## src/pkg/vfx_defines.svh

```systemverilog
// Purpose: constants of the videowall effects command decoder
// Assumes: included by its bare name from the modules
// Notes: definitions only
`ifndef VFX_DEFINES_SVH
`define VFX_DEFINES_SVH

// function codes
`define VFX_FC_ASYM 8'h64
`define VFX_FC_FILL 8'h29
`define VFX_FC_DISP 8'h2A
`define VFX_FC_FREEZE 8'h2C
`define VFX_FC_STILL 8'h2D
`define VFX_FC_NONINT 8'h2E
`define VFX_FC_MASK 8'h2F
`define VFX_FC_LOFS 8'h30
`define VFX_FC_CHART 8'h33
`define VFX_FC_WIPE 8'h34
`define VFX_FC_ALT 8'h37
`define VFX_FC_PIX 8'h60

// parameter byte counts
`define VFX_NP_ASYM 5'h02
`define VFX_NP_FILL 5'h04
`define VFX_NP_DISP 5'h02
`define VFX_NP_ONE 5'h01
`define VFX_NP_STILL 5'h02
`define VFX_NP_MASK 5'h10
`define VFX_NP_LOFS 5'h02
`define VFX_NP_CHART 5'h02
`define VFX_NP_WIPE 5'h03

// field values
`define VFX_ALL_MON 8'hFF
`define VFX_MAG_MIN 8'h01
`define VFX_MAG_MAX 8'h08
`define VFX_LOFS_SPLIT_MAX 8'h04
`define VFX_CHART_SPLIT_MAX 8'h04
`define VFX_FREEZE_MAX 8'h03
`define VFX_WIPE_TGT_MAX 8'h02
`define VFX_WIPE_DIR_MAX 8'h03
`define VFX_TRUNC_MASK 8'hE0
`define VFX_WIPE_END 16'hFFFF
`define VFX_CHART_COLS 4'h4

// register offsets
`define VFX_OFS_CODE 4'h0
`define VFX_OFS_PARAM 4'h1
`define VFX_OFS_STAT 4'h2
`define VFX_OFS_PIX 4'h3
`define VFX_OFS_MAG 4'h4
`define VFX_OFS_MASK_LO 4'h5
`define VFX_OFS_MASK_HI 4'h6
`define VFX_OFS_WIPE 4'h7

// reset values
`define VFX_RST_MASK 16'hFFFF
`define VFX_RST_MAG 4'h1

`endif

```

## src/pkg/vfx_pkg.sv

```systemverilog
// Purpose: types of the videowall effects command decoder
// Assumes: nothing
// Notes: constants live in vfx_defines.svh
package vfx_pkg;

  typedef enum logic [2:0] {
    VFX_PIX_NORMAL = 3'b000,
    VFX_PIX_TRUNC = 3'b001,
    VFX_PIX_INVERT = 3'b010,
    VFX_PIX_HILITE = 3'b100
  } vfx_pix_mode_t;

  typedef enum logic {
    VFX_PS_IDLE = 1'b0,
    VFX_PS_COLLECT = 1'b1
  } vfx_parse_state_t;

  typedef logic [15:0][7:0] vfx_params_t;

  typedef struct packed {
    vfx_parse_state_t state;
    logic [7:0] code;
    logic [4:0] need;
    logic [4:0] idx;
    vfx_params_t params;
    logic valid;
  } vfx_parse_st_t;

endpackage : vfx_pkg
```

## src/pkg/vfx_cmd_if.sv

```systemverilog
// Purpose: complete command from the byte collector to the executor
// Assumes: valid is a one-cycle pulse
// Notes: params[0] is parameter byte 1
interface vfx_cmd_if;
  import vfx_pkg::*;
  logic valid;
  logic [7:0] code;
  vfx_params_t params;
  modport collector (output valid, output code, output params);
  modport executor (input valid, input code, input params);
endinterface : vfx_cmd_if

```

## src/design/vfx_cmd_collect.sv

```systemverilog
// Purpose: gathers function code and parameter bytes into a command
// Assumes: code byte written first, then exactly the expected bytes
// Notes: a new code write abandons a partial command
`include "vfx_defines.svh"
module vfx_cmd_collect
  import vfx_pkg::*;
(
  // clock and reset
  input wire logic sys_clk,
  input wire logic srst,
  // byte strobes
  input wire logic code_wr,
  input wire logic param_wr,
  input wire logic [7:0] wr_byte,
  // command out
  vfx_cmd_if.collector cmd
);

  vfx_parse_st_t st_q;
  vfx_parse_st_t st_d;

  function automatic logic [4:0] param_count(input logic [7:0] fc);
    logic [4:0] n;
    n = 5'h00;
    unique case (fc)
      `VFX_FC_ASYM: n = `VFX_NP_ASYM;
      `VFX_FC_FILL: n = `VFX_NP_FILL;
      `VFX_FC_DISP: n = `VFX_NP_DISP;
      `VFX_FC_STILL: n = `VFX_NP_STILL;
      `VFX_FC_MASK: n = `VFX_NP_MASK;
      `VFX_FC_LOFS: n = `VFX_NP_LOFS;
      `VFX_FC_CHART: n = `VFX_NP_CHART;
      `VFX_FC_WIPE: n = `VFX_NP_WIPE;
      `VFX_FC_FREEZE, `VFX_FC_NONINT, `VFX_FC_ALT, `VFX_FC_PIX: n = `VFX_NP_ONE;
      default: n = 5'h00;
    endcase
    return n;
  endfunction : param_count

  always_comb
  begin
    st_d = st_q;
    st_d.valid = 1'b0;
    if (code_wr)
    begin
      // unknown codes leave the collector idle
      st_d.code = wr_byte;
      st_d.need = param_count(wr_byte);
      st_d.idx = 5'h00;
      st_d.state = (param_count(wr_byte) == 5'h00) ? VFX_PS_IDLE : VFX_PS_COLLECT;
    end
    else if (param_wr)
    begin
      unique case (st_q.state)
        VFX_PS_IDLE:
        begin
          st_d.state = VFX_PS_IDLE;
        end
        VFX_PS_COLLECT:
        begin
          st_d.params[st_q.idx[3:0]] = wr_byte;
          st_d.idx = st_q.idx + 5'h01;
          if (st_q.idx + 5'h01 == st_q.need)
          begin
            st_d.valid = 1'b1;
            st_d.state = VFX_PS_IDLE;
          end
        end
      endcase
    end
  end

  always_ff @(posedge sys_clk)
  begin
    if (srst)
    begin
      st_q <= '0;
    end
    else
    begin
      st_q <= st_d;
    end
  end

  assign cmd.valid = st_q.valid;
  assign cmd.code = st_q.code;
  assign cmd.params = st_q.params;

endmodule : vfx_cmd_collect

```

## src/design/vfx_effects_decoder.sv

```systemverilog
// Purpose: executes videowall effects and second-source commands
// Assumes: command bytes arrive over the register port; video inputs synchronous
// Notes: one pixel path time-shared by monitor index; drawing engine is outside
//
// The address map and strobed register access were chosen for this implementation.
`include "vfx_defines.svh"

////////////////////////////////////////////////////////////////////////////////
module vfx_effects_decoder
  import vfx_pkg::*;
(
  // clock and reset
  input wire logic sys_clk,
  input wire logic srst,
  // register port
  input wire logic [3:0] reg_addr,
  input wire logic [7:0] reg_wdata,
  input wire logic reg_wr,
  input wire logic reg_rd,
  output logic [7:0] reg_rdata,
  // primary video
  input wire logic field_a_start,
  input wire logic [3:0] mon_idx,
  input wire logic [23:0] vid_rgb,
  output logic [23:0] pix_rgb,
  // second source timing
  input wire logic field_b_start,
  // storage status
  input wire logic font_present,
  // magnification and field controls
  output logic [3:0] h_mag,
  output logic [3:0] v_mag,
  output logic h_shift,
  output logic v_shift,
  output logic [1:0] freeze_mode,
  output logic still_en,
  output logic still_update,
  output logic noninterlaced,
  output logic [7:0] line_offset,
  // alignment chart
  output logic chart_start,
  output logic chart_field,
  output logic [3:0] chart_split,
  output logic chart_numbers,
  output logic [3:0] chart_label,
  // transition
  output logic [1:0] wipe_target,
  output logic [1:0] wipe_dir,
  output logic [7:0] wipe_pos,
  output logic wipe_active,
  // second-source store
  output logic b_store_we,
  output logic b_write_bank,
  output logic b_read_bank
);

  typedef struct packed {
    logic [3:0] h_mag;
    logic [3:0] v_mag;
    logic h_shift;
    logic v_shift;
    logic [15:0][23:0] fill_rgb;
    logic [15:0] fill_mode;
    logic [15:0] sel_mask;
    vfx_pix_mode_t pix_mode;
    logic [1:0] freeze;
    logic still_en;
    logic [7:0] still_ivl;
    logic [7:0] still_cnt;
    logic still_update;
    logic nonint;
    logic [3:0][7:0] lofs;
    logic [7:0] line_offset;
    logic chart_start;
    logic chart_field;
    logic [3:0] chart_split;
    logic chart_numbers;
    logic [3:0] chart_label;
    logic [1:0] wipe_tgt;
    logic [1:0] wipe_dir;
    logic [7:0] wipe_speed;
    logic [15:0] wipe_pos;
    logic wipe_active;
    logic alt_field;
    logic b_keep;
    logic b_we;
    logic b_wbank;
    logic b_done_bank;
    logic b_rbank;
    logic [23:0] pix;
    logic [7:0] rdata;
  } vfx_exec_st_t;

  vfx_exec_st_t st_q;
  vfx_exec_st_t st_d;

  vfx_cmd_if cmd_bus ();

  vfx_cmd_collect u_collect (
    .sys_clk(sys_clk),
    .srst(srst),
    .code_wr(reg_wr && reg_addr == `VFX_OFS_CODE),
    .param_wr(reg_wr && reg_addr == `VFX_OFS_PARAM),
    .wr_byte(reg_wdata),
    .cmd(cmd_bus.collector)
  );

  //////////////////////////////////////////////////////////////////////////////
  // helpers

  function automatic logic in_range(input logic [7:0] v, input logic [7:0] lo,
                                    input logic [7:0] hi);
    return (v >= lo) && (v <= hi);
  endfunction : in_range

  // single-monitor addressing ignores the mask; broadcast obeys it
  function automatic logic mon_hit(input logic [7:0] mon, input logic [3:0] i,
                                   input logic [15:0] mask);
    if (mon == `VFX_ALL_MON)
    begin
      return mask[i];
    end
    return (mon[7:4] == 4'h0) && (mon[3:0] == i);
  endfunction : mon_hit

  function automatic logic [7:0] pix_fx(input vfx_pix_mode_t m, input logic [7:0] x);
    logic [7:0] y;
    y = x;
    unique case (m)
      VFX_PIX_NORMAL: y = x;
      VFX_PIX_TRUNC: y = x & `VFX_TRUNC_MASK;
      VFX_PIX_INVERT: y = ~x;
      VFX_PIX_HILITE: y = x[7] ? 8'hFF : {x[6:0], 1'b0};
      default: y = x;
    endcase
    return y;
  endfunction : pix_fx

  //////////////////////////////////////////////////////////////////////////////
  // next state

  logic [7:0] p1;
  logic [7:0] p2;
  logic [7:0] p3;
  logic [7:0] p4;
  logic mask_ok;
  logic [3:0] split_now;
  logic [16:0] wipe_sum;

  always_comb
  begin
    p1 = cmd_bus.params[0];
    p2 = cmd_bus.params[1];
    p3 = cmd_bus.params[2];
    p4 = cmd_bus.params[3];
    mask_ok = 1'b1;
    for (int i = 0; i < 16; i++)
    begin
      if (cmd_bus.params[i][7:1] != 7'h00)
      begin
        mask_ok = 1'b0;
      end
    end
    split_now = st_q.v_mag;
    wipe_sum = {1'b0, st_q.wipe_pos} + {9'h000, st_q.wipe_speed};

    st_d = st_q;
    st_d.chart_start = 1'b0;
    st_d.still_update = 1'b0;

    if (cmd_bus.valid)
    begin
      unique case (cmd_bus.code)
        `VFX_FC_ASYM:
        begin
          if (in_range(p1, `VFX_MAG_MIN, `VFX_MAG_MAX)
              && in_range(p2, `VFX_MAG_MIN, `VFX_MAG_MAX))
          begin
            st_d.h_mag = p1[3:0];
            st_d.v_mag = p2[3:0];
            st_d.h_shift = 1'b0;
            st_d.v_shift = 1'b0;
          end
        end
        `VFX_FC_FILL:
        begin
          for (int i = 0; i < 16; i++)
          begin
            if (mon_hit(p1, i[3:0], st_q.sel_mask))
            begin
              st_d.fill_rgb[i] = {p2, p3, p4};
            end
          end
        end
        `VFX_FC_DISP:
        begin
          if (p2 <= 8'h01)
          begin
            for (int i = 0; i < 16; i++)
            begin
              if (mon_hit(p1, i[3:0], st_q.sel_mask))
              begin
                st_d.fill_mode[i] = p2[0];
              end
            end
          end
        end
        `VFX_FC_PIX:
        begin
          unique case (p1)
            8'h00: st_d.pix_mode = VFX_PIX_NORMAL;
            8'h01: st_d.pix_mode = VFX_PIX_TRUNC;
            8'h02: st_d.pix_mode = VFX_PIX_INVERT;
            8'h04: st_d.pix_mode = VFX_PIX_HILITE;
            default: st_d.pix_mode = st_q.pix_mode;
          endcase
        end
        `VFX_FC_FREEZE:
        begin
          if (p1 <= `VFX_FREEZE_MAX)
          begin
            st_d.freeze = p1[1:0];
          end
        end
        `VFX_FC_STILL:
        begin
          if (p1 <= 8'h01)
          begin
            st_d.still_en = p1[0];
            st_d.still_ivl = p2;
            st_d.still_cnt = 8'h00;
          end
        end
        `VFX_FC_NONINT:
        begin
          if (p1 <= 8'h01)
          begin
            st_d.nonint = p1[0];
          end
        end
        `VFX_FC_LOFS:
        begin
          if (in_range(p1, 8'h01, `VFX_LOFS_SPLIT_MAX))
          begin
            st_d.lofs[p1[1:0] - 2'h1] = p2;
          end
        end
        `VFX_FC_MASK:
        begin
          if (mask_ok)
          begin
            for (int i = 0; i < 16; i++)
            begin
              st_d.sel_mask[i] = cmd_bus.params[i][0];
            end
          end
        end
        `VFX_FC_CHART:
        begin
          if (p1 <= 8'h01 && p2 <= `VFX_CHART_SPLIT_MAX)
          begin
            st_d.chart_start = 1'b1;
            st_d.chart_field = p1[0];
            st_d.chart_split = (p2 == 8'h00) ? split_now : p2[3:0];
            st_d.chart_numbers = font_present;
          end
        end
        `VFX_FC_WIPE:
        begin
          if (p1 <= `VFX_WIPE_TGT_MAX && p2 <= `VFX_WIPE_DIR_MAX && p3 != 8'h00)
          begin
            st_d.wipe_tgt = p1[1:0];
            st_d.wipe_dir = p2[1:0];
            st_d.wipe_speed = p3;
            st_d.wipe_pos = 16'h0000;
            st_d.wipe_active = 1'b1;
          end
        end
        `VFX_FC_ALT:
        begin
          if (p1 <= 8'h01)
          begin
            st_d.alt_field = p1[0];
          end
        end
        default:
        begin
          st_d.chart_start = 1'b0;
        end
      endcase
    end

    // primary field timing: still cadence and transition sweep
    if (field_a_start)
    begin
      if (st_q.still_en)
      begin
        if (st_q.still_cnt >= st_q.still_ivl)
        begin
          st_d.still_update = 1'b1;
          st_d.still_cnt = 8'h00;
        end
        else
        begin
          st_d.still_cnt = st_q.still_cnt + 8'h01;
        end
      end
      if (st_q.wipe_active)
      begin
        // saturate so a fast sweep lands exactly on its end
        st_d.wipe_pos = wipe_sum[16] ? `VFX_WIPE_END : wipe_sum[15:0];
        st_d.wipe_active = !(wipe_sum[16] || wipe_sum[15:0] == `VFX_WIPE_END);
      end
      // reader only ever switches to a completely written bank
      st_d.b_rbank = st_q.b_done_bank;
    end

    // second source store, paced by its own field starts
    if (field_b_start)
    begin
      if (st_q.b_we)
      begin
        st_d.b_done_bank = st_q.b_wbank;
        st_d.b_wbank = ~st_q.b_wbank;
      end
      st_d.b_keep = ~st_q.b_keep;
      st_d.b_we = !st_q.alt_field || st_q.b_keep;
    end

    // offset applies to the split in use; splits above four have none
    st_d.line_offset = in_range({4'h0, st_q.v_mag}, 8'h01, `VFX_LOFS_SPLIT_MAX)
                       ? st_q.lofs[st_q.v_mag[1:0] - 2'h1] : 8'h00;
    st_d.chart_label = {mon_idx[3:2], 2'b00} + {2'b00, mon_idx[1:0]};

    // fill colour reaches the screen only where fill is shown
    if (st_q.fill_mode[mon_idx])
    begin
      st_d.pix = st_q.fill_rgb[mon_idx];
    end
    else
    begin
      st_d.pix = {pix_fx(st_q.pix_mode, vid_rgb[23:16]),
                  pix_fx(st_q.pix_mode, vid_rgb[15:8]),
                  pix_fx(st_q.pix_mode, vid_rgb[7:0])};
    end

    // read data valid only in the cycle after the strobe
    st_d.rdata = 8'h00;
    if (reg_rd)
    begin
      unique case (reg_addr)
        `VFX_OFS_STAT: st_d.rdata = {st_q.wipe_active, st_q.alt_field, st_q.nonint,
                                      st_q.still_en, st_q.h_shift, st_q.v_shift,
                                      st_q.freeze};
        `VFX_OFS_PIX: st_d.rdata = {5'h00, st_q.pix_mode};
        `VFX_OFS_MAG: st_d.rdata = {st_q.h_mag, st_q.v_mag};
        `VFX_OFS_MASK_LO: st_d.rdata = st_q.sel_mask[7:0];
        `VFX_OFS_MASK_HI: st_d.rdata = st_q.sel_mask[15:8];
        `VFX_OFS_WIPE: st_d.rdata = st_q.wipe_pos[15:8];
        default: st_d.rdata = 8'h00;
      endcase
    end
  end

  //////////////////////////////////////////////////////////////////////////////
  // state register

  always_ff @(posedge sys_clk)
  begin
    if (srst)
    begin
      st_q <= '0;
      st_q.h_mag <= `VFX_RST_MAG;
      st_q.v_mag <= `VFX_RST_MAG;
      st_q.sel_mask <= `VFX_RST_MASK;
      st_q.pix_mode <= VFX_PIX_NORMAL;
    end
    else
    begin
      st_q <= st_d;
    end
  end

  //////////////////////////////////////////////////////////////////////////////
  // outputs

  assign reg_rdata = st_q.rdata;
  assign pix_rgb = st_q.pix;
  assign h_mag = st_q.h_mag;
  assign v_mag = st_q.v_mag;
  assign h_shift = st_q.h_shift;
  assign v_shift = st_q.v_shift;
  assign freeze_mode = st_q.freeze;
  assign still_en = st_q.still_en;
  assign still_update = st_q.still_update;
  assign noninterlaced = st_q.nonint;
  assign line_offset = st_q.line_offset;
  assign chart_start = st_q.chart_start;
  assign chart_field = st_q.chart_field;
  assign chart_split = st_q.chart_split;
  assign chart_numbers = st_q.chart_numbers;
  assign chart_label = st_q.chart_label;
  assign wipe_target = st_q.wipe_tgt;
  assign wipe_dir = st_q.wipe_dir;
  assign wipe_pos = st_q.wipe_pos[15:8];
  assign wipe_active = st_q.wipe_active;
  assign b_store_we = st_q.b_we;
  assign b_write_bank = st_q.b_wbank;
  assign b_read_bank = st_q.b_rbank;

endmodule : vfx_effects_decoder

```

## config.mk

```make
export PLATFORM = sky130hd
export DESIGN_NAME = vfx_effects_decoder
export DESIGN_NICKNAME = d
export VERILOG_FILES = /design/src/pkg/vfx_pkg.sv /design/src/pkg/vfx_cmd_if.sv /design/src/design/vfx_cmd_collect.sv /design/src/design/vfx_effects_decoder.sv
export VERILOG_INCLUDE_DIRS = /design/src /design/src/pkg
export SDC_FILE = /design/constraint.sdc
export NUM_CORES = 2
export LEC_CHECK = 0
export BUFFER_PORTS_ARGS = -buffer_cell sky130_fd_sc_hd__buf_2
export CAP_MARGIN = 10
export CORE_MARGIN = 5
export CORE_UTILIZATION = 40
export DETAILED_ROUTE_END_ITERATION = 8
export SLEW_MARGIN = 20
export SYNTH_ARGS = -nofsm -noshare
export SYNTH_HDL_FRONTEND = slang
export SYNTH_SLANG_ARGS = --single-unit
```

## constraint.sdc

```tcl
create_clock -name sys_clk -period 6.02 [get_ports sys_clk]
set_input_delay 0.301 -clock sys_clk [delete_from_list [all_inputs] [get_ports sys_clk]]
set_output_delay 0.301 -clock sys_clk [all_outputs]
set_load 0.005 [all_outputs]
```

==> impl_metrics.csv <==
group,metric,value,unit
run_status,status,"completed",
yosys,synth_compound_area_share,8.75,%
global_route,use_met3,3.72,%
yosys,synth_area_per_cell,9.24,um2
yosys,synth_warnings,0,
route,dr.first_iter.drc_count,2238,
global_route,grt.busiest_layer,"met2",
floorplan,die_h,292,um
timing,fin_hold_ws,0.106,ns
yosys,synth_xor_area_share,0.690,%
global_route,globalRouteTotalUtil,20.2,%
yosys,synth_top_family_by_area,"multiplexers",
clock_tree,clkLatencyLatePin,0.61,ns
global_route,grt_max_degree,227,
layout,layout_commonest_cell,"dfxtp_1",
critical_path,crit_family,"simple AND/OR/NAND/NOR gates",
global_route,use_met1,27.3,%
yosys,synthDistinctLibCells,67,
layout,fin_nets,3375,
clock_tree,cts-root-buf,"clkbuf_16",
timing,fin_ws,2.46,ns
timing,period_share,59.1,%
clock_tree,cts_sinks,713,
critical_path,crit_required,6.48,ns
floorplan,num_io_pins,129,
timing,worstMarginPinSlew,1.13,ns
power,power_frac_comb,3.0,%
yosys,yosys-mux-area-fraction,21.0,%
timing,relSlewSlack,24.3,%
floorplan,die_w,292,um
global_route,grt_first_pass_wirelength,138000,um
global_route,grt_util_met2,32.9,%
place,place_ws,2.52,ns
timing,setup_violations,0,
timing,clock.fmax,281,MHz
yosys,synthFlopType,"dfxtp_1",
power,clkPwrFrac,47.9,%
yosys,syn_area,0.0317,mm2
critical_path,crit_path_end_kind,"flip-flop",
layout,syn_to_final_growth,9.74,%
layout,fin_cells,4407,
timing,post-route-min-period,3.56,ns
timing,slew_viol_final,0,
power,swShare,21.7,%
global_route,gr-total-overflow,0,
floorplan,rows,103,
clock_tree,tritoncts,"done",
route,drc,0,
yosys,ys_seq_area_share,45.0,%
hold_path,hp-class,"input port to flip-flop",
yosys,synth-adder-area-share,1.01,%
global_route,antenna_found_initial,3,
layout,layout_common_cells,"713 x dfxtp_1, 513 x nand2_1, 442 x nor2_1, 367 x mux2i_1, 309 x a21oi_1",
place,placed_area,0.0323,mm2
place,gp_congestion,0.819,
clock_tree,clockBufferDepth,3,
critical_path,path_class,"flip-flop to flip-flop",
layout,stdcell_area,0.0348,mm2
clock_tree,clk_pin_slew,0.06,ns
timing,rsz0062_at_grt,"false",
critical_path,crit_arrival,4.02,ns
critical_path,startpoint_type,"flip-flop",
floorplan,core-area,0.0787,mm2
floorplan,dieArea,0.0850,mm2
flow_run,drv_cap,0,
critical_path,path_buf_inv,0,
global_route,grt_pass1_vias,23001,
route,wire_per_inst,20.1,um
place,dp.cells,4275,
power,total_power,9.65,mW
yosys,syn_inst,3431,
layout,drive_gt1_share,13.4,%
critical_path,max_stage_delay,0.89,ns
clock_tree,htreeDepth,3,
critical_path,crit_chain,"nand2_1 > nor3_2 > a22o_1 > and2_2 > mux2i_1 > nor2_1",
place,port_buffers,126,
place,place_hpwl,53600,um
timing,fin_skew,0.0249,ns
floorplan,initial_core_util,40.3,%
yosys,synth-simple-area-share,17.5,%
power,internal_power,7.55,mW
yosys,synth_edf_count,0,
yosys,synth-async-reset-ratio,0,%
layout,n_fill_cell,7565,
clock_tree,cts_buffers,73,
route,ant_nets,0,
power,powerDensity,277,mW/mm2
power,seqPwrFrac,49.1,%
power,peakVddDrop,0.183,mV
layout,diodes,0,
route,via_count,24020,
critical_path,cp_slowest_cell,"and2_2",
yosys,ys_seq_elements,713,
timing,fin_setup_tns,0,ns
timing,hold_violations,0,
layout,fin_util,44.2,%
route,vias_per_cell,5.45,
route,routed_wl,88800,um
critical_path,critPathMaxFanout,24,
power,p_leak,14.3,nW
power,power.switching,2.10,mW
route,dr.pass1.iters,5,
[path summary, 6_finish.rpt]
check,start,end,slack (ns),cells past startpoint
setup / recovery,u_collect.cmd.params[1],st_q[194],2.46,6
hold / removal,vid_rgb[4],pix_rgb[4],0.11,3
setup reg to reg,u_collect.cmd.params[1],st_q[194],2.46,6
hold reg to reg,st_q[105],st_q[105],0.45,2
[power groups by stage]
stage	clock network, mW	logic [mW]	registers, mW
global placement	0	0.289	4.84
floorplan	0	0.209	4.84
CTS	4.72	0.291	4.74
detailed placement	0	0.289	4.84
global route	4.90	0.313	4.74
finish	4.62	0.290	4.74
[cells in the mapped netlist, types with 36 or more instances]
cell | number | share of area, %
clkbuf_1 | 232 | 2.7
nor2_1 | 442 | 5.2
nand2_1 | 520 | 6.2
inv_1 | 36 | 0.43
nor3_1 | 47 | 0.74
dfxtp_1 | 713 | 45
mux2i_1 | 367 | 12
buf_2 | 44 | 0.69
a21oi_1 | 309 | 4.9
nand3_1 | 95 | 1.5
mux4_2 | 132 | 9.4
buf_4 | 77 | 1.8
[timing repair]
item / in CTS / in global routing
hold buffers: 3 / 0
resized for setup: 0 / 0
hold endpoints to repair: 6 / 0
buffers inserted: 0 / 0
[flip-flops by register name, summed over array words and instances, names as in the netlist, 2 cells and up]
name                  flops
st_q                    486
u_collect.cmd.params    128
pix_rgb                  24
u_collect.st_q           10
line_offset               8
reg_rdata                 8
u_collect.cmd.code        8
wipe_pos                  8
chart_label               4
chart_split               4
h_mag                     4
v_mag                     4
freeze_mode               2
wipe_dir                  2
wipe_target               2
[layer usage]
| metal | vias to the layer above | routed length [um] | part of all wire [%] |
|---|---|---|---|
| li1 | 11541 | - | - |
| met1 | 11642 | 38100 | 43 |
| met2 | 678 | 41800 | 47 |
| met3 | 157 | 6130 | 6.9 |
| met4 | 2 | 2740 | 3.1 |
| met5 | - | 7 | 0.0079 |
[worst reg2reg max path, cell delays in order (launching register included)]
cell and delay, ns:
dfxtp_1 0.86, nand2_1 0.25, nor3_2 0.79, a22o_1 0.26, and2_2 0.89, mux2i_1 0.31, nor2_1 0.06
[final cells by class]
class | instances | area, um2 | area share (%)
well taps | 1050 | 1310 | 3.77
clock buffers | 114 | 2240 | 6.45
clock inverters | 15 | 194 | 0.557
multi-input cells | 2307 | 15600 | 44.8
repair buffers | 172 | 1040 | 2.99
flip-flops and latches | 713 | 14300 | 41.0
inverters | 36 | 135 | 0.388
[cells by family after synthesis]
| logic type | after synthesis |
|---|---|
| adder cells (fa/ha/maj) | 25 |
| AND/OR/NAND/NOR | 1281 |
| other | 1 |
| buffers and inverters | 412 |
| multiplexers | 500 |
| AO/OA/AOI/OAI | 474 |
| flip-flops | 713 |
| XOR/XNOR | 25 |
Power figures use the tool's default switching activity.
